`src/rtl/ppm_defs.svh`:
```
// register offsets, field positions, reset values and timing counts of the parallel port block
// assumes a 32-bit avalon-mm word bus, byte addressing, one register per word
`ifndef PPM_DEFS_SVH
`define PPM_DEFS_SVH
`define PPM_OFS_CONTROL 6'h00
`define PPM_OFS_MODE 6'h04
`define PPM_OFS_TARGET 6'h08
`define PPM_OFS_PINEN 6'h0C
`define PPM_OFS_STATUS 6'h10
`define PPM_OFS_DATA 6'h14
`define PPM_OFS_PADCFG 6'h18
`define PPM_OFS_INBUF 6'h1C
`define PPM_OFS_OUTBUF 6'h20
`define PPM_BIT_ENABLE 15
`define PPM_BIT_BUSY 15
`define PPM_BIT_WIDE 10
`define PPM_BIT_OVR 14
`define PPM_BIT_UNR 6
`define PPM_RST_STATUS 16'h008F
`define PPM_PERIOD_NS 100
`define PPM_CLK_NS 100
`define PPM_TP_CYC ((`PPM_PERIOD_NS + `PPM_CLK_NS - 1) / `PPM_CLK_NS)
`endif

```
`src/rtl/ppm_pkg.sv`:
```
// types of the parallel port block
// no assumptions beyond a sv-2012 compiler
package ppm_pkg;
    typedef enum logic [2:0] {PH_IDLE, PH_ADDR, PH_SETUP, PH_STROBE, PH_HOLD} ppm_phase_t;
    typedef struct packed {
        logic [15:0] control;
        logic [13:0] mode;
        logic [15:0] target;
        logic [15:0] pinen;
        logic [1:0] padcfg;
        logic [7:0] data_lo;
        logic [7:0] data_hi;
        logic in_ovr;
        logic out_unr;
        logic [3:0] in_full;
        logic [3:0] out_empty;
        logic [31:0] in_buf;
        logic [31:0] out_buf;
        ppm_phase_t phase;
        logic [3:0] cnt;
        logic second;
        logic is_read;
        logic wait_r;
        logic [31:0] rdata;
        logic irq;
        logic [7:0] pin_d_o;
        logic pin_d_oe_n;
        logic [15:0] pin_a;
        logic [15:0] pin_a_oe_n;
        logic rd_o;
        logic wr_o;
        logic en_o;
        logic be_o;
        logic cs1_o;
        logic cs2_o;
        logic all_o;
        logic alh_o;
        logic [1:0] h_wr_s;
        logic [1:0] h_rd_s;
        logic h_wr_d;
        logic h_rd_d;
        logic [7:0] h_d_s1;
        logic [7:0] h_d_s2;
        logic [1:0] h_a_s1;
        logic [1:0] h_a_s2;
        logic [1:0] leg_ptr;
    } ppm_state_t;
endpackage

```
`src/rtl/ppm_port.sv`:
```
// parallel port: master strobes and slave buffers behind an avalon-mm register slave
// assumes a 10 mhz clock; host pins in slave mode are asynchronous and synchronised here
//
// Overview of operation
// RQ1 - busy flag reads 1 during a master transfer, 0 when idle
// RQ2 - interrupt select: 00 none, 01 per cycle, 11 buffer 3 or address 3
// RQ3 - address step: 01 increment, 10 decrement, 00 hold, 11 legacy buffer step
// RQ4 - wide bit gives two byte transfers per data access, else one
// RQ5 - mode select: master 1, master 2, enhanced slave, legacy slave
// RQ6 - setup and address phase last field plus one periods
// RQ7 - strobe lasts one period plus strobe field extra periods
// RQ8 - hold after strobe lasts field plus one periods
// RQ9 - strobe field zero makes setup and hold fields ignored
// RQ10 - target bit 15 is chip select two for select functions 10, 01
// RQ11 - target bit 14 is chip select one only for select function 10
// RQ12 - target low 14 bits are address; second output buffer in enhanced slave
// RQ13 - pin enable bits hand address pins to the port, else general io
// RQ14 - input full flag is 1 only when all input buffers hold data
// RQ15 - host write to full input buffer sets overrun; software clears it
// RQ16 - per-buffer input flags set on host write, cleared on internal read
// RQ17 - output empty flag is 1 only when all output buffers empty
// RQ18 - host read of empty output buffer sets underrun; software clears it
// RQ19 - per-buffer output flags set until internal write; reset to 1
// RQ20 - port enable 0 blocks every external access
// RQ21 - address sharing: 00 separate, 01 low byte muxed, 10 all muxed; the code gives 01, 10 and 11 the same address phase
// RQ22 - select function: 10 both selects, 01 select two only, 00 none
// RQ23 - polarity bits make each strobe and select active high when 1
// RQ24 - data access starts a master transfer; step applies after the cycle
`timescale 1ns/1ns
`include "ppm_defs.svh"
module ppm_port #(
    parameter int TP_CYCLES = `PPM_TP_CYC
) (
    input wire logic CLK,
    input wire logic RST_N,
    input wire logic [5:0] AVS_ADDRESS,
    input wire logic AVS_READ,
    input wire logic AVS_WRITE,
    input wire logic [31:0] AVS_WRITEDATA,
    input wire logic [3:0] AVS_BYTEENABLE,
    output logic [31:0] AVS_READDATA,
    output logic AVS_WAITREQUEST,
    output logic PORT_EVENT,
    input wire logic [7:0] BYTE_LINES_I,
    output logic [7:0] BYTE_LINES_O,
    output logic BYTE_LINES_OE_N,
    input wire logic [1:0] LOCATION_LINES_I,
    output logic [15:0] LOCATION_LINES_O,
    output logic [15:0] LOCATION_LINES_OE_N,
    output logic READ_STROBE_PIN,
    output logic WRITE_STROBE_PIN,
    input wire logic HOST_READ_I,
    input wire logic HOST_WRITE_I,
    output logic ENABLE_STROBE_PIN,
    output logic BYTE_ENABLE_PIN,
    output logic CHIP_SELECT_ONE,
    output logic CHIP_SELECT_TWO,
    output logic LOW_LATCH_STROBE,
    output logic HIGH_LATCH_STROBE
);
    ppm_pkg::ppm_state_t s_r;
    ppm_pkg::ppm_state_t s_nxt;
    ////////////////////////////////////////////////////////////////////////////////
    logic en;
    logic master;
    logic wide;
    logic [1:0] pmode;
    logic [1:0] interrupt_trigger_select;
    logic [1:0] address_step_select;
    logic [1:0] setup_delay_select;
    logic [3:0] strobe_delay_select;
    logic [1:0] hold_delay_select;
    logic [1:0] amux;
    logic [1:0] select_pin_function;
    logic req;
    logic [5:0] adr;
    logic tick;
    logic [3:0] tp_cnt_r;
    logic [15:0] status;
    logic [15:0] next_addr;
    logic [1:0] hidx;
    logic h_wr_ev;
    logic h_rd_ev;
    assign en = s_r.control[`PPM_BIT_ENABLE];
    assign select_pin_function = s_r.control[7:6];
    assign amux = s_r.control[12:11];
    assign interrupt_trigger_select = s_r.mode[13:12];
    assign address_step_select = s_r.mode[11:10];
    assign wide = s_r.mode[`PPM_BIT_WIDE - 1];
    assign pmode = s_r.mode[8:7];
    assign setup_delay_select = s_r.mode[6:5];
    assign strobe_delay_select = s_r.mode[4:1];
    assign hold_delay_select = {s_r.mode[0], s_r.padcfg[1]};
    assign master = pmode[1]; // RQ5
    assign req = (AVS_READ | AVS_WRITE) & s_r.wait_r;
    assign adr = AVS_ADDRESS;
    assign h_wr_ev = s_r.h_wr_s[1] & ~s_r.h_wr_d;
    assign h_rd_ev = s_r.h_rd_s[1] & ~s_r.h_rd_d;
    assign hidx = (pmode == 2'h1) ? s_r.h_a_s2 : s_r.leg_ptr;
    assign status = {&s_r.in_full, s_r.in_ovr, 2'h0, s_r.in_full,
                     &s_r.out_empty, s_r.out_unr, 2'h0, s_r.out_empty}; // RQ14 RQ17
    ////////////////////////////////////////////////////////////////////////////////
    // peripheral clock period divider; one tick per period
    always_ff @(posedge CLK or negedge RST_N)
    begin
        if (!RST_N)
            tp_cnt_r <= 4'h0;
        else if (tick)
            tp_cnt_r <= 4'h0;
        else
            tp_cnt_r <= tp_cnt_r + 4'h1;
    end
    assign tick = (tp_cnt_r == 4'(TP_CYCLES - 1));
    ////////////////////////////////////////////////////////////////////////////////
    always_comb
    begin
        s_nxt = s_r;
        s_nxt.irq = 1'b0;
        s_nxt.wait_r = 1'b1;
        s_nxt.h_wr_s = {s_r.h_wr_s[0], HOST_WRITE_I};
        s_nxt.h_rd_s = {s_r.h_rd_s[0], HOST_READ_I};
        s_nxt.h_wr_d = s_r.h_wr_s[1];
        s_nxt.h_rd_d = s_r.h_rd_s[1];
        s_nxt.h_d_s1 = BYTE_LINES_I;
        s_nxt.h_d_s2 = s_r.h_d_s1;
        s_nxt.h_a_s1 = LOCATION_LINES_I;
        s_nxt.h_a_s2 = s_r.h_a_s1;
        next_addr = s_r.target;
        // bus slave: one wait cycle, answer on second edge
        if ((AVS_READ | AVS_WRITE) & ~s_r.wait_r)
            s_nxt.wait_r = 1'b1;
        if (req)
        begin
            s_nxt.wait_r = 1'b0;
            s_nxt.rdata = 32'h0;
            case (adr)
                `PPM_OFS_CONTROL: s_nxt.rdata = {16'h0, s_r.control};
                `PPM_OFS_MODE: s_nxt.rdata = {16'h0, s_r.phase != ppm_pkg::PH_IDLE, s_r.mode,
                    s_r.padcfg[1]}; // RQ1
                `PPM_OFS_TARGET: s_nxt.rdata = {16'h0, s_r.target};
                `PPM_OFS_PINEN: s_nxt.rdata = {16'h0, s_r.pinen};
                `PPM_OFS_STATUS: s_nxt.rdata = {16'h0, status};
                `PPM_OFS_DATA: s_nxt.rdata = {16'h0, s_r.data_hi, s_r.data_lo};
                `PPM_OFS_PADCFG: s_nxt.rdata = {31'h0, s_r.padcfg[0]};
                `PPM_OFS_INBUF: s_nxt.rdata = s_r.in_buf;
                `PPM_OFS_OUTBUF: s_nxt.rdata = s_r.out_buf;
                default: s_nxt.rdata = 32'h0;
            endcase
            if (AVS_WRITE & AVS_BYTEENABLE[0] & AVS_BYTEENABLE[1])
            begin
                case (adr)
                    `PPM_OFS_CONTROL: s_nxt.control = AVS_WRITEDATA[15:0] & 16'hBFFF;
                    `PPM_OFS_MODE:
                    begin
                        s_nxt.mode = {AVS_WRITEDATA[14:2], AVS_WRITEDATA[1]};
                        s_nxt.padcfg[1] = AVS_WRITEDATA[0];
                    end
                    `PPM_OFS_TARGET: s_nxt.target = AVS_WRITEDATA[15:0];
                    `PPM_OFS_PINEN: s_nxt.pinen = AVS_WRITEDATA[15:0];
                    `PPM_OFS_STATUS:
                    begin
                        s_nxt.in_ovr = s_r.in_ovr & AVS_WRITEDATA[`PPM_BIT_OVR]; // RQ15
                        s_nxt.out_unr = s_r.out_unr & AVS_WRITEDATA[`PPM_BIT_UNR]; // RQ18
                    end
                    `PPM_OFS_PADCFG: s_nxt.padcfg[0] = AVS_WRITEDATA[0];
                    `PPM_OFS_OUTBUF:
                    begin
                        s_nxt.out_buf = AVS_WRITEDATA;
                        s_nxt.out_empty = 4'h0; // RQ19
                        if (pmode == 2'h1)
                            s_nxt.target = AVS_WRITEDATA[31:16]; // RQ12
                    end
                    default: ;
                endcase
            end
            if (AVS_READ & (adr == `PPM_OFS_INBUF))
                s_nxt.in_full = 4'h0; // RQ16
            // master transfer start on data access
            if ((adr == `PPM_OFS_DATA) & master & en & (s_r.phase == ppm_pkg::PH_IDLE)) // RQ20 RQ24
            begin
                if (AVS_WRITE)
                begin
                    s_nxt.data_lo = AVS_WRITEDATA[7:0];
                    s_nxt.data_hi = AVS_WRITEDATA[15:8];
                end
                s_nxt.is_read = AVS_READ;
                s_nxt.second = 1'b0;
                s_nxt.cnt = 4'h0;
                s_nxt.phase = (amux != 2'h0) ? ppm_pkg::PH_ADDR : ppm_pkg::PH_SETUP; // RQ21
            end
        end
        // master phase engine, counts in peripheral clock periods
        if (tick)
        begin
            s_nxt.cnt = s_r.cnt + 4'h1;
            case (s_r.phase)
                ppm_pkg::PH_ADDR:
                    if (strobe_delay_select == 4'h0 || s_r.cnt == {2'h0, setup_delay_select}) // RQ6 RQ9
                    begin
                        s_nxt.cnt = 4'h0;
                        s_nxt.phase = ppm_pkg::PH_SETUP;
                    end
                ppm_pkg::PH_SETUP:
                    if (strobe_delay_select == 4'h0 || s_r.cnt == {2'h0, setup_delay_select}) // RQ6 RQ9
                    begin
                        s_nxt.cnt = 4'h0;
                        s_nxt.phase = ppm_pkg::PH_STROBE;
                    end
                ppm_pkg::PH_STROBE:
                    if (s_r.cnt == strobe_delay_select) // RQ7
                    begin
                        s_nxt.cnt = 4'h0;
                        s_nxt.phase = ppm_pkg::PH_HOLD;
                        if (s_r.is_read)
                        begin
                            if (s_r.second)
                                s_nxt.data_hi = s_r.h_d_s2;
                            else
                                s_nxt.data_lo = s_r.h_d_s2;
                        end
                    end
                ppm_pkg::PH_HOLD:
                    if (strobe_delay_select == 4'h0 || s_r.cnt == {2'h0, hold_delay_select}) // RQ8 RQ9
                    begin
                        s_nxt.cnt = 4'h0;
                        if (interrupt_trigger_select == 2'h1)
                            s_nxt.irq = 1'b1; // RQ2
                        if (address_step_select == 2'h1)
                            next_addr = {s_r.target[15:14], s_r.target[13:0] + 14'h1}; // RQ3
                        else if (address_step_select == 2'h2)
                            next_addr = {s_r.target[15:14], s_r.target[13:0] - 14'h1}; // RQ3
                        s_nxt.target = next_addr;
                        if (wide & ~s_r.second) // RQ4
                        begin
                            s_nxt.second = 1'b1;
                            s_nxt.phase = (amux != 2'h0) ? ppm_pkg::PH_ADDR : ppm_pkg::PH_SETUP;
                        end
                        else
                            s_nxt.phase = ppm_pkg::PH_IDLE; // RQ24
                    end
                default: s_nxt.cnt = 4'h0;
            endcase
        end
        // slave side: host strobes after two-flop synchronisers
        if (~master & en)
        begin
            if (h_wr_ev)
            begin
                if (s_r.in_full[hidx])
                    s_nxt.in_ovr = 1'b1; // RQ15
                s_nxt.in_full[hidx] = 1'b1; // RQ16
                s_nxt.in_buf[hidx*8 +: 8] = s_r.h_d_s2;
            end
            if (h_rd_ev)
            begin
                if (s_r.out_empty[hidx])
                    s_nxt.out_unr = 1'b1; // RQ18
                s_nxt.out_empty[hidx] = 1'b1;
            end
            if ((h_wr_ev | h_rd_ev) & (hidx == 2'h3) & (interrupt_trigger_select == 2'h3))
                s_nxt.irq = 1'b1; // RQ2
            if ((h_wr_ev | h_rd_ev) & (pmode == 2'h0) & (address_step_select == 2'h3))
                s_nxt.leg_ptr = s_r.leg_ptr + 2'h1; // RQ3
        end
        // pin drive; polarity applied, output enable active low
        s_nxt.pin_d_o = (s_r.phase == ppm_pkg::PH_ADDR) ? (s_r.second ? s_r.target[15:8] : s_r.target[7:0])
            : (master ? (s_r.second ? s_r.data_hi : s_r.data_lo) : s_r.out_buf[hidx*8 +: 8]);
        s_nxt.pin_d_oe_n = ~(en & ((master & ((s_r.phase == ppm_pkg::PH_ADDR) | ~s_r.is_read)
            & (s_r.phase != ppm_pkg::PH_IDLE)) | (~master & s_r.h_rd_s[1]))); // RQ20
        s_nxt.pin_a = {s_r.target[15:14], s_r.target[13:0]}; // RQ12
        s_nxt.pin_a_oe_n = ~(s_r.pinen & {16{en & master}}); // RQ13
        s_nxt.rd_o = s_r.control[0] ^ ~(en & (s_r.phase == ppm_pkg::PH_STROBE)
            & (pmode == 2'h3 ? s_r.is_read : (pmode == 2'h2) & s_r.is_read)); // RQ5 RQ23
        s_nxt.wr_o = s_r.control[1] ^ ~(en & (s_r.phase == ppm_pkg::PH_STROBE) & (pmode == 2'h2)
            & ~s_r.is_read); // RQ23
        s_nxt.en_o = s_r.control[1] ^ ~(en & (s_r.phase == ppm_pkg::PH_STROBE) & (pmode == 2'h3)); // RQ5
        s_nxt.be_o = s_r.control[2] ^ ~(en & wide & (s_r.phase != ppm_pkg::PH_IDLE)); // RQ23
        s_nxt.cs2_o = (select_pin_function == 2'h2 || select_pin_function == 2'h1) ? s_r.control[4] ^ ~(s_r.target[15] & en) : s_r.target[15]; // RQ10 RQ22
        s_nxt.cs1_o = (select_pin_function == 2'h2) ? s_r.control[3] ^ ~(s_r.target[14] & en) : s_r.target[14]; // RQ11 RQ22
        s_nxt.all_o = s_r.control[5] ^ ~(en & (s_r.phase == ppm_pkg::PH_ADDR) & ~s_r.second); // RQ23
        s_nxt.alh_o = s_r.control[5] ^ ~(en & (s_r.phase == ppm_pkg::PH_ADDR) & s_r.second);
    end
    ////////////////////////////////////////////////////////////////////////////////
    always_ff @(posedge CLK or negedge RST_N)
    begin
        if (!RST_N)
        begin
            s_r <= '0;
            s_r.out_empty <= 4'hF; // RQ19
            s_r.pin_d_oe_n <= 1'b1;
            s_r.pin_a_oe_n <= 16'hFFFF;
            s_r.rd_o <= 1'b1;
            s_r.wr_o <= 1'b1;
            s_r.en_o <= 1'b1;
            s_r.be_o <= 1'b1;
            s_r.all_o <= 1'b1;
            s_r.alh_o <= 1'b1;
        end
        else
            s_r <= s_nxt;
    end
    assign AVS_READDATA = s_r.rdata;
    assign AVS_WAITREQUEST = s_r.wait_r;
    assign PORT_EVENT = s_r.irq;
    assign BYTE_LINES_O = s_r.pin_d_o;
    assign BYTE_LINES_OE_N = s_r.pin_d_oe_n;
    assign LOCATION_LINES_O = s_r.pin_a;
    assign LOCATION_LINES_OE_N = s_r.pin_a_oe_n;
    assign READ_STROBE_PIN = s_r.rd_o;
    assign WRITE_STROBE_PIN = s_r.wr_o;
    assign ENABLE_STROBE_PIN = s_r.en_o;
    assign BYTE_ENABLE_PIN = s_r.be_o;
    assign CHIP_SELECT_ONE = s_r.cs1_o;
    assign CHIP_SELECT_TWO = s_r.cs2_o;
    assign LOW_LATCH_STROBE = s_r.all_o;
    assign HIGH_LATCH_STROBE = s_r.alh_o;
    ////////////////////////////////////////////////////////////////////////////////
    a_busy_on_start: assert property (@(posedge CLK) disable iff (!RST_N)
        req & (adr == `PPM_OFS_DATA) & master & en & (s_r.phase == ppm_pkg::PH_IDLE)
        |=> s_r.phase != ppm_pkg::PH_IDLE) else $error("transfer did not start"); // RQ24
    a_no_access_off: assert property (@(posedge CLK) disable iff (!RST_N)
        !en |=> s_r.pin_d_oe_n) else $error("data driven while disabled"); // RQ20
    a_empty_reset: assert property (@(posedge CLK) disable iff (!RST_N)
        req & AVS_WRITE & (adr == `PPM_OFS_OUTBUF) & (&AVS_BYTEENABLE[1:0]) |=> s_r.out_empty == 4'h0)
        else $error("output flags not cleared"); // RQ19
    a_ovr_sticky: assert property (@(posedge CLK) disable iff (!RST_N)
        s_r.in_ovr & !(req & AVS_WRITE & (adr == `PPM_OFS_STATUS)) |=> s_r.in_ovr)
        else $error("overrun lost"); // RQ15
    a_unr_sticky: assert property (@(posedge CLK) disable iff (!RST_N)
        s_r.out_unr & !(req & AVS_WRITE & (adr == `PPM_OFS_STATUS)) |=> s_r.out_unr)
        else $error("underrun lost"); // RQ18
    a_in_clear_read: assert property (@(posedge CLK) disable iff (!RST_N)
        req & AVS_READ & (adr == `PPM_OFS_INBUF) & !(~master & en & h_wr_ev) |=> s_r.in_full == 4'h0)
        else $error("input flags not cleared"); // RQ16
    a_cs1_function: assert property (@(posedge CLK) disable iff (!RST_N)
        select_pin_function == 2'h0 |=> CHIP_SELECT_ONE == $past(s_r.target[14])) else $error("cs1 not address"); // RQ11
    a_strobe_len: assert property (@(posedge CLK) disable iff (!RST_N)
        $rose(s_r.phase == ppm_pkg::PH_STROBE) & (strobe_delay_select == 4'h0) & tick & (TP_CYCLES == 1)
        |=> s_r.phase != ppm_pkg::PH_STROBE) else $error("strobe too long"); // RQ7
    c_master_write: cover property (@(posedge CLK) disable iff (!RST_N)
        s_r.phase == ppm_pkg::PH_HOLD & !s_r.is_read);
    c_wide_pair: cover property (@(posedge CLK) disable iff (!RST_N) s_r.second & s_r.phase == ppm_pkg::PH_STROBE);
    c_host_write: cover property (@(posedge CLK) disable iff (!RST_N) ~master & en & h_wr_ev);
    c_overrun: cover property (@(posedge CLK) disable iff (!RST_N) $rose(s_r.in_ovr));
endmodule

```
`config.mk`:
```
export PLATFORM = sky130hd
export DESIGN_NAME = ppm_port
export DESIGN_NICKNAME = d
export VERILOG_FILES = /design/src/rtl/ppm_pkg.sv /design/src/rtl/ppm_port.sv
export VERILOG_INCLUDE_DIRS = /design/src /design/src/rtl
export SDC_FILE = /design/constraint.sdc
export NUM_CORES = 1
export LEC_CHECK = 0
export BUFFER_PORTS_ARGS = -buffer_cell sky130_fd_sc_hd__buf_4
export CORE_MARGIN = 2
export CORE_UTILIZATION = 28
export CTS_BUF_LIST = sky130_fd_sc_hd__clkbuf_2 sky130_fd_sc_hd__clkbuf_4 sky130_fd_sc_hd__clkbuf_8
export CTS_CLUSTER_SIZE = 24
export DETAILED_ROUTE_END_ITERATION = 8
export HOLD_SLACK_MARGIN = 0.12
export PLACE_DENSITY_LB_ADDON = 0.3
export SYNTH_ARGS = -nofsm -noshare
export SYNTH_HDL_FRONTEND = slang
export SYNTH_SLANG_ARGS = --single-unit
export TNS_END_PERCENT = 30
```
`constraint.sdc`:
```
create_clock -name CLK -period 2.9 [get_ports CLK]
set_input_delay 0.435 -clock CLK [delete_from_list [all_inputs] [get_ports CLK]]
set_output_delay 0.435 -clock CLK [all_outputs]
set_load 0.05 [all_outputs]
```
==> Word level (Yosys, flattened, before mapping) <==
Cells that the tools add are included.
W data, S select, Z words.
{ "totals": {"inputBits": 58, "ff_bits": 277, "wordCells": 241, "out_inout_bits": 83} }
{ "classes": {"eq_ne": 28, "shift": 3, "n_addsub": 6, "muxes": 69, "bitwise": 65, "order_cmp": 2, "reduce_logical": 24} }
{ "op_table": {"columns": ["operator", "count"], "rows": [
  ["$pmux W32 S9", 1],
  ["$mux W16", 11],
  ["$mux W42", 2],
  ["$mux W8", 8],
  ["$mux W60", 1],
  ["$and A1 B1 Y1", 35],
  ["$mux W34", 1],
  ["$neg A5 Y34", 1],
  ["$shift A8 B34 Y32 const A", 1],
  ["$shiftx A8 B34 Y32", 1],
  ["$bwmux W32", 1],
  ["$mux W32", 1],
  ["$pmux W16 S2", 1],
  ["$shiftx A32 B6 Y8", 1],
  ["$mux W14", 2],
  ["$eq A6 B5 Y1 const B", 4],
  ["$mux W4", 6],
  ["$mux W7", 3],
  ["$mux W1", 20],
  ["$and A16 B16 Y16", 1],
  ["$not A16 Y16", 1],
  ["$pmux W4 S4", 1],
  ["$reduce_and A3 Y1", 5],
  ["$add A14 B1 Y14 const B", 1],
  ["other kinds (36)", 87]
]} }

==> Longest topological paths before layout <==
Gate-level depths: netlist of run 1.
{ "logic_depth": {"depth_word": 11, "ltp_mapped": 11} }

==> Worst setup path after synthesis of run 1 <==
No wires, ideal clock.
{ "synth_path": {"path_type": "reg2reg", "from": "register s_r, in the netlist address_step_select[0]", "to": "register s_r, in the netlist s_nxt[65]", "stages_incl_launch_ff": 10, "arrival_ps": 2674, "slack_ps": 102, "setup_time_ps": 124, "required_time_ps": 2776, "path_cell_list": "dfrtp_1 ha_1 inv_1 ha_1 and2_1 a221o_1 o41ai_1 xnor2_1 a21o_1 a211o_1"} }
{ "synth_via": {"elab_chain_cells": 5} }
{ "synth_lines": {"columns": ["item", "line", "source"], "rows": [
  ["start: declaration", "ppm_port.sv:61", "ppm_pkg::ppm_state_t s_r;"],
  ["start signal: assignment", "ppm_port.sv:300", "s_r <= s_nxt;"],
  ["$eq A2 B1 Y1", "ppm_port.sv:228", "if (address_step_select == 2'h1)"],
  ["$mux W14", "ppm_port.sv:228", null],
  ["$mux W16", "ppm_port.sv:223", "if (strobe_delay_select == 4'h0 || s_r.cnt == {2'h0, hold_delay_select})"],
  ["$mux W16", "ppm_port.sv:196", "case (s_r.phase)"],
  ["$mux W16", "ppm_port.sv:193", "if (tick)"]
]} }
Parallel ways exist; a longest one is shown, timed or not. The select of a mux whose other input is x is not followed.
A chain may end at the register's enable or synchronous reset.

==> Final worst setup path of run 1 <==
{ "layout_path": {"from": "register s_r, in the netlist address_step_select[1]", "to": "register s_r, in the netlist s_nxt[65]"} }
The elaborated chain is that of the path after synthesis.

==> impl_metrics.py, run 1 <==
metrics = {
    "outcome": {
        "status": "complete, no violations",
    },
    "logic_synthesis": {
        "synth.avg_cell_area_um2": 11.6,
        "synthDistinctLibCells": 63,
        "netlist.area_leader.share_pct": 47.3,
        "syn_inst": 1142,
        "synth.area.mux_share_pct": 12.1,
        "synth_nets": 1227,
        "synth_top_family_by_area": "compound AO/OA/AOI/OAI gates",
        "synth-simple-area-share_pct": 8.84,
        "syn_area_um2": 13200,
        "synth.area.top_cells": "dfrtp_1, dfstp_2, mux2_2",
        "synth_xor_xnor_area_share_pct": 2.05,
        "yosys.area.top_type": "dfrtp_1",
        "async_reset_ff_share_pct": 100,
        "ys_seq_area_share_pct": 52.6,
        "yosys_register_bits": 277,
        "synthAdderAreaFrac_pct": 2.61,
        "synthMostInstantiatedCell": "dfrtp_1",
        "synth_common_cells": "dfrtp_1, nand2_1, buf_4",
        "synth-compound-area-share_pct": 15.1,
        "synth_top_flop_cell": "dfrtp_1",
        "synth-edff-count": 0,
        "yosysWarningCount": 0,
    },
    "clock_tree": {
        "cts_tree": "yes",
        "numCtsBuffers": 48,
        "clock_sinks": 277,
        "clk_latency_ns": 0.60,
        "htreeDepth": 2,
        "cts_setup_buffers": 0,
        "clk_pin_slew_ns": 0.06,
        "cts_buffer_depth": 3,
        "root_buffer": "clkbuf_8",
    },
    "placement": {
        "dp.cells": 1829,
        "gp_congestion": 0.911,
        "dpl.hpwl_um": 34400,
        "post-place-ws_ns": -0.120,
        "port-buffer-count": 138,
    },
    "global_route": {
        "grt_max_degree": 77,
        "grt-ovfl-total": 0,
        "grt_pass1_vias": 10275,
        "antenna_found_initial": 4,
        "globalRouteTotalUtil_pct": 18.9,
        "grt_pass1_wl_um": 69200,
    },
    "drt": {
        "dr.pass1.iters": 6,
        "vias_per_cell": 5.15,
        "drt_iter0_drc": 1261,
        "wl_per_cell_um": 24.2,
        "drtAntennaViolNets": 0,
        "drc_errors": 0,
        "wl_um": 47000,
        "dr_total_vias": 10017,
    },
    "timing": {
        "hold_viol_final": 0,
        "relSlewSlack_pct": 27.2,
        "setup_viol": 0,
        "clock.fmax_mhz": 359,
        "rsz0062_at_grt": "false",
        "tns_ns": 0,
        "post-route-min-period_ns": 2.79,
        "tightest_slew_ns": 1.08,
        "report.final.slew_viol_count": 0,
        "clock_skew_ns": 0.0198,
        "period_share_pct": 96.1,
        "finalWorstSetupSlack_ns": 0.113,
    },
    "hold_path": {
        "hold_end": "s_r[111]",
        "worstHoldStart": "AVS_READ",
        "worst_hold_path_type": "in -> reg",
        "hold_depth": 3,
    },
    "run": {
        "maxCapViolations": 0,
    },
    "cells_and_area": {
        "multi_input_area_um2": 5420,
        "regArea_um2": 6970,
        "antennaDiodeCount": 0,
        "area_delta_synth_final_pct": 22.4,
        "final_cells": 1944,
        "drive_gt1_share_pct": 31.6,
        "fillCellCount": 4642,
        "fin_nets": 1386,
    },
    "floorplan": {
        "core_um2": 46600,
        "dieArea_um2": 49000,
        "die_h_um": 221,
        "die_x_um": 221,
        "row_count": 79,
        "start_util_pct": 28.4,
        "boundaryPins": 141,
    },
    "power": {
        "p_per_area_nw_per_um2": 615,
        "leakage_nw": 7.49,
        "power_mw": 9.96,
        "vdd_ir_drop_max_uv": 294,
    },
    "worst_setup_path": {
        "worst_ep_required_time_ns": 3.38,
        "rr_worst_depth": 11,
        "arrival_ns": 3.27,
        "path_class": "reg -> reg",
        "worst_setup_path_end_kind": "register",
        "r2r_start": "address_step_select[1]",
        "crit_fanout": 8,
        "crit_path_start_kind": "register",
        "r2r-end": "s_nxt[65]",
        "reg2reg_slack_ns": 0.11,
    },
}
where the power goes:
| part | internal, mW | switching (mW) | total [mW] |
|---|---|---|---|
| Sequential | 4.13 | 0.247 | 4.37 |
| Combinational | 0.647 | 1.10 | 1.75 |
| Clock | 2.13 | 1.71 | 3.84 |
| Total | 6.90 | 3.06 | 9.96 |
routing by layer:
layer | part of all wire, % | vias up | GRT usage [%]
met2 | 45 | 449 | 29.1
li1 | - | 4443 | -
met3 | 8.7 | 85 | 4.87
met4 | 2.4 | 0 | 5.35
met1 | 44 | 5040 | 26.2
met5 | 0 | - | 0
worst max path at each step:
stage | from | endpoint | slack (ns)
after floorplan | address_step_select[0] | s_nxt[65] | 0.10
after global placement | address_step_select[1] | s_nxt[65] | -0.11
after detailed placement | address_step_select[0] | s_nxt[65] | -0.12
after CTS | address_step_select[0] | s_nxt[65] | 0.08
after global routing | address_step_select[1] | s_nxt[65] | 0.004
final | address_step_select[1] | s_nxt[65] | 0.11
cells by family (layout without fill, tap and decap cells):
family / count (synthesis) / count (layout)
AO/OA/AOI/OAI: 288 / 288
XOR/XNOR: 31 / 31
adder cells (fa/ha/maj): 27 / 27
buffers and inverters: 148 / 343
flip-flops: 277 / 277
multiplexers: 139 / 139
AND/OR/NAND/NOR: 232 / 232
layout by cell type (no fill, tap or decap), types with 9 or more instances in the layout:
cell | Yosys | routed
nand3_1 | 21 | 21
nand2b_1 | 10 | 10
xor2_1 | 10 | 10
dfrtp_1 | 250 | 250
o21ai_0 | 69 | 68
inv_1 | 17 | 16
nand2_1 | 106 | 106
a22o_1 | 45 | 45
dlygate4sd3_1 | 0 | 29
nor3_1 | 13 | 12
buf_4 | 73 | 203
mux2_2 | 53 | 53
mux2i_1 | 57 | 56
nor2_1 | 31 | 31
clkbuf_4 | 0 | 10
xnor2_1 | 21 | 21
dfstp_2 | 27 | 27
clkbuf_8 | 0 | 58
a21o_1 | 14 | 14
ha_1 | 26 | 24
a22oi_1 | 46 | 46
a222oi_1 | 24 | 24
clkinv_2 | 0 | 11
o211ai_1 | 9 | 9
a21oi_1 | 43 | 42
mux2_4 | 20 | 20
worst max-delay path, cell delays in order (launching register included):
cell and delay, ns:
dfrtp_1 0.38, inv_1 0.06, ha_1 0.22, inv_4 0.09
ha_1 0.31, a21o_1 0.22, a221o_1 0.37, o41ai_2 0.32
buf_4 0.17, xnor2_1 0.07, a21o_1 0.18, a211o_1 0.29
area by class of cell:
class	count	area share (%)
multi-input cells	717	33.5
flip-flops and latches	277	43.0
clock inverters	18	0.951
well taps	607	4.69
inverters	18	0.433
repair buffers	239	12.0
clock buffers	68	5.39
through the flow:
| step | hold slack [ns] | area, um^2 | utilization, % |
|---|---|---|---|
| 2_1_floorplan | 0.139 | 13200 | - |
| 3_3_place_gp | 0.336 | 14900 | 31.9 |
| 3_5_place_dp | 0.335 | 14900 | 31.9 |
| 4_1_cts | 0.139 | 16200 | 34.7 |
| 5_1_grt | 0.176 | 16200 | 34.8 |
| 6_report | 0.144 | 16200 | 34.8 |
timing repair:
item,CTS,global route
gates resized for setup,2,5
endpoints found under the hold margin,90,0
setup endpoints to repair,1,5
hold buffers,29,0
Power figures use the tool's default switching activity.
==> run 2, diff against run 1 <==
Settings changed: ABC_AREA set to 1.
==> impl_metrics.py, run 2 <==
metrics = {
    "outcome": {
        "status": "complete, no violations",
    },
    "logic_synthesis": {
        "syn_inst": 1771,
        "async_reset_ff_share_pct": 100,
        "yosys_register_bits": 277,
        "synth-edff-count": 0,
        "ys_seq_area_share_pct": 48.8,
        "synth_common_cells": "nand2_1, dfrtp_1, inv_1",
        "synthDistinctLibCells": 48,
        "syn_area_um2": 14300,
        "synth_top_flop_cell": "dfrtp_1",
        "netlist.area_leader.share_pct": 43.8,
        "synth.avg_cell_area_um2": 8.06,
        "yosysWarningCount": 0,
        "synthMostInstantiatedCell": "nand2_1",
        "synth_nets": 1856,
        "yosys.area.top_type": "dfrtp_1",
        "synth.area.top_cells": "dfrtp_1, nand2_1, inv_1",
    },
    "global_route": {
        "grt_max_degree": 79,
        "grt-ovfl-total": 0,
        "grt_pass1_vias": 12372,
        "antenna_found_initial": 1,
        "globalRouteTotalUtil_pct": 20.0,
        "grt_pass1_wl_um": 78500,
    },
    "worst_setup_path": {
        "worst_setup_path_end_kind": "register",
        "worstPathCellList": "inv_2 > nand2_1 > nand2_1 > o21ai_1 > buf_4 > ha_1 > inv_1 > nand2_1 > o32ai_1",
        "path_buf_inv": 3,
        "arrival_ns": 3.06,
        "cpPeakStageDelay_ns": 0.39,
        "crit_fanout": 14,
        "path_class": "reg -> reg",
        "crit_top_cell": "nand2_1",
        "crit_slowest_cell": "dfrtp_1",
        "crit_path_start_kind": "register",
        "cp_top_family": "simple AND/OR/NAND/NOR gates",
        "worst_ep_required_time_ns": 3.42,
    },
    "timing": {
        "timing.hold.ws_ns": 0.172,
        "setup_viol": 0,
        "post-route-min-period_ns": 2.54,
        "clock.fmax_mhz": 394,
        "clock_skew_ns": 0.0266,
        "report.final.slew_viol_count": 0,
        "finalWorstSetupSlack_ns": 0.360,
        "period_share_pct": 87.6,
        "relSlewSlack_pct": 51.6,
        "tightest_slew_ns": 0.725,
        "tns_ns": 0,
        "rsz0062_at_grt": "false",
        "hold_viol_final": 0,
    },
    "drt": {
        "dr.pass1.iters": 5,
        "wl_um": 53200,
        "drc_errors": 0,
        "vias_per_cell": 4.78,
        "dr_total_vias": 12544,
        "drt_iter0_drc": 1238,
        "wl_per_cell_um": 20.2,
        "drtAntennaViolNets": 0,
    },
    "cells_and_area": {
        "area_delta_synth_final_pct": 20.7,
        "multi_input_area_um2": 5560,
        "final_cells": 2627,
        "fillCellCount": 5344,
        "fin_nets": 1996,
        "regArea_um2": 6970,
        "drive_gt1_share_pct": 17.7,
        "mostFrequentLayoutCell": "nand2_1",
        "layout_common_cells": "nand2_1, dfrtp_1, inv_1, buf_4, o21ai_0",
    },
    "floorplan": {
        "start_util_pct": 28.4,
        "row_count": 82,
        "core_um2": 50300,
        "boundaryPins": 141,
        "die_x_um": 230,
        "dieArea_um2": 52800,
        "die_h_um": 230,
    },
    "placement": {
        "dp.cells": 2487,
        "post-place-ws_ns": 0.392,
        "gp_congestion": 0.956,
        "dpl.hpwl_um": 39300,
        "port-buffer-count": 138,
    },
    "power": {
        "p_per_area_nw_per_um2": 692,
        "vdd_ir_drop_max_uv": 237,
        "leakage_nw": 8.60,
    },
    "clock_tree": {
        "clock_sinks": 277,
        "clk_latency_ns": 0.65,
        "clk_pin_slew_ns": 0.06,
        "cts_buffer_depth": 3,
        "cts.repair.resized": 0,
        "numCtsBuffers": 51,
        "htreeDepth": 2,
        "cts_tree": "yes",
        "root_buffer": "clkbuf_8",
    },
    "run": {
        "maxCapViolations": 0,
    },
    "hold_path": {
        "worst_hold_path_type": "in -> reg",
    },
}
## run 2: per-stage QoR
| step | util (%) | power [mW] | instance area [um^2] |
|---|---|---|---|
| 2_1_floorplan | - | 6.73 | 14300 |
| 3_3_place_gp | 31.1 | 7.70 | 15600 |
| 3_5_place_dp | 31.1 | 7.69 | 15600 |
| 4_1_cts | 34.3 | 12.1 | 17200 |
| 5_1_grt | 34.3 | 12.6 | 17200 |
| 6_report | 34.3 | 11.9 | 17200 |
## run 2: cell type report
type | instances | share of cell area, %
clock inverters | 15 | 0.987
clock buffers | 81 | 5.74
repair buffers | 217 | 10.3
multi-input cells | 1118 | 32.3
flip-flops and latches | 277 | 40.4
well taps | 672 | 4.88
diodes | 1 | 0.0145
inverters | 246 | 5.36
## run 2: worst min-delay path, delay by kind of cell
| kind | cells | cell delay, ns |
|---|---|---|
| AOI/OAI and AO/OA | 1 | 0.06 |
| and+or+nand+nor | 1 | 0.08 |
| buffers and inverters | 1 | 0.18 |
## run 2: report_power, final
part / internal (mW) / switching (mW) / total (mW)
registers: 4.21 / 0.341 / 4.55
logic: 0.972 / 2.16 / 3.13
clock network: 2.45 / 1.79 / 4.24
total: 7.64 / 4.29 / 11.9
## run 2: worst paths after layout
check / start / end / slack, ns / depth (start not counted)
worst max register to register: master / register / 0.36 / 9
worst min register to register: s_nxt[13] / s_r[13] / 0.34 / 0
max in group asynchronous: RST_N / s_nxt[62] / 1.68 / 3
min in group asynchronous: RST_N / s_nxt[3] / 0.37 / 2
worst min-delay path: AVS_WRITEDATA[5] / s_r[217] / 0.17 / 3
worst max-delay path: master / register / 0.36 / 9
## run 2: layer usage
| metal | share of wire, % | up-vias | GRT usage (%) |
|---|---|---|---|
| met3 | 7.0 | 122 | 4.14 |
| met1 | 43 | 5999 | 26.4 |
| met2 | 46 | 503 | 31.7 |
| li1 | - | 5920 | - |
| met4 | 4.3 | 0 | 8.25 |
| met5 | 0 | - | 0 |
## run 2: cells by family after synthesis
family	synth area share, %
and+or+nand+nor	22.6
buffers and inverters	12.3
AOI/OAI and AO/OA	12.2
DFF	48.8
adders and majority gates	2.42
xor gates and xnor gates	1.35
muxes	0.377
## run 2: repair_timing
action / CTS / global route
hold buffers: 43 / 0
hold endpoints to repair: 140 / 0
buffers inserted: 0 / 0
endpoints found under the setup margin: 0 / 0
==> run 3, diff against run 2 <==
Settings changed: CORE_ASPECT_RATIO set to 0.75.
==> impl_metrics.py, run 3 (synthesis gave the netlist of run 2 again) <==
metrics = {
    "floorplan": {
        "die_x_um": 265,
        "die_h_um": 200,
        "dieArea_um2": 52800,
        "row_count": 71,
        "core_um2": 50300,
        "boundaryPins": 141,
        "start_util_pct": 28.4,
    },
    "cells_and_area": {
        "final_cell_area_um2": 17100,
        "fin_util_pct": 34.0,
        "fin_nets": 1985,
        "drive_gt1_share_pct": 17.7,
        "area_delta_synth_final_pct": 19.7,
        "layout_common_cells": "nand2_1, dfrtp_1, inv_1, buf_4, o21ai_0",
        "mostFrequentLayoutCell": "nand2_1",
        "final_cells": 2596,
        "fillCellCount": 5341,
    },
    "hold_path": {
        "worst_hold_path_type": "in -> reg",
    },
    "timing": {
        "relSlewSlack_pct": 52.9,
        "hold_viol_final": 0,
        "timing.hold.ws_ns": 0.164,
        "tns_ns": 0,
        "report.final.slew_viol_count": 0,
        "period_share_pct": 91.0,
        "finalWorstSetupSlack_ns": 0.261,
        "post-route-min-period_ns": 2.64,
        "tightest_slew_ns": 0.707,
        "clock_skew_ns": 0.0256,
        "rsz0062_at_grt": "false",
        "clock.fmax_mhz": 379,
        "setup_viol": 0,
    },
    "drt": {
        "dr.pass1.iters": 6,
        "wl_per_cell_um": 20.9,
        "vias_per_cell": 4.84,
        "drtAntennaViolNets": 0,
        "drc_errors": 0,
        "wl_um": 54300,
        "dr_total_vias": 12552,
        "drt_iter0_drc": 1314,
    },
    "clock_tree": {
        "clk_latency_ns": 0.60,
        "numCtsBuffers": 49,
        "clk_pin_slew_ns": 0.07,
        "cts_setup_buffers": 0,
        "cts_tree": "yes",
        "clock_sinks": 277,
        "htreeDepth": 2,
        "root_buffer": "clkbuf_8",
        "cts_buffer_depth": 3,
    },
    "global_route": {
        "grt_max_degree": 86,
        "grt_pass1_wl_um": 79800,
        "antenna_found_initial": 5,
        "grt-ovfl-total": 0,
        "grt_pass1_vias": 12269,
        "globalRouteTotalUtil_pct": 20.5,
    },
    "power": {
        "vdd_ir_drop_max_uv": 294,
        "p_per_area_nw_per_um2": 700,
        "leakage_nw": 8.55,
        "power_mw": 12.0,
    },
    "placement": {
        "dp.cells": 2476,
        "gp_congestion": 0.970,
        "port-buffer-count": 138,
        "post-place-ws_ns": 0.332,
        "dpl.hpwl_um": 40800,
        "placed_area_um2": 15700,
    },
    "worst_setup_path": {
        "crit_fanout": 13,
        "worst_ep_required_time_ns": 3.40,
        "path_class": "reg -> reg",
        "crit_path_start_kind": "register",
        "arrival_ns": 3.14,
        "worst_setup_path_end_kind": "register",
    },
    "outcome": {
        "status": "complete, no violations",
    },
    "run": {
        "maxCapViolations": 0,
    },
}
-- run 3: cell count changes in the layout (fill, tap and decap cells not counted), moves of 2 or more --
cell / previous run / this run
inv_8: 2 / 0
buf_4: 170 / 173
dlygate4sd3_1: 43 / 30
clkbuf_4: 20 / 10
clkbuf_8: 61 / 66
clkinvlp_4: 3 / 1
-- run 3: where the power goes --
| part | leakage (nW) | internal (mW) | switching (mW) | total, mW |
|---|---|---|---|---|
| sequential | 3.25 | 4.21 | 0.370 | 4.58 |
| clock | 0.595 | 2.42 | 1.75 | 4.17 |
| combinational | 4.71 | 0.965 | 2.24 | 3.20 |
| total | 8.55 | 7.60 | 4.36 | 12.0 |
-- run 3: timing repair --
item,4_1_cts,5_1_grt
hold endpoints to repair,108,0
gates resized for setup,0,0
hold buffers,30,0
-- run 3: worst paths after layout --
| check | from | to | slack [ns] | depth (start not counted) |
|---|---|---|---|---|
| setup / recovery | pmode[0] | register | 0.26 | 8 |
| hold / removal | AVS_WRITEDATA[3] | s_r[246] | 0.16 | 3 |
| setup reg to reg | pmode[0] | register | 0.26 | 8 |
| hold reg to reg | s_nxt[25] | s_nxt[22] | 0.34 | 0 |
| max in group asynchronous | RST_N | AVS_READDATA[29] | 1.57 | 3 |
| min in group asynchronous | RST_N | asynchronous set/reset pin | 0.42 | 2 |
-- run 3: area by class of cell --
class | count | area, um^2 | share of cell area (%)
inverter | 246 | 923 | 5.40
timing repair buffer | 208 | 1690 | 9.91
antenna | 2 | 5.00 | 0.0293
sequential | 277 | 6970 | 40.7
clock buffer | 76 | 983 | 5.75
clock inverter | 12 | 141 | 0.827
multi-input combinational | 1118 | 5560 | 32.5
tap | 657 | 822 | 4.81
-- run 3: worst max-delay path: stages, from the launching register on --
cell and delay [ns]:
dfrtp_1 0.41, nand2_1 0.39, o21ai_1 0.30, inv_2 0.32, ha_1 0.21, inv_1 0.04
nor2_2 0.34, nand4_2 0.30, o22ai_1 0.21
-- run 3: metal layers --
layer | global-route usage [%] | vias to the layer above | part of all wire, %
met5 | 0 | - | 0.020
met4 | 5.40 | 2 | 2.1
met3 | 4.71 | 77 | 8.4
met2 | 29.7 | 503 | 41
met1 | 30.4 | 6103 | 48
li1 | - | 5867 | -
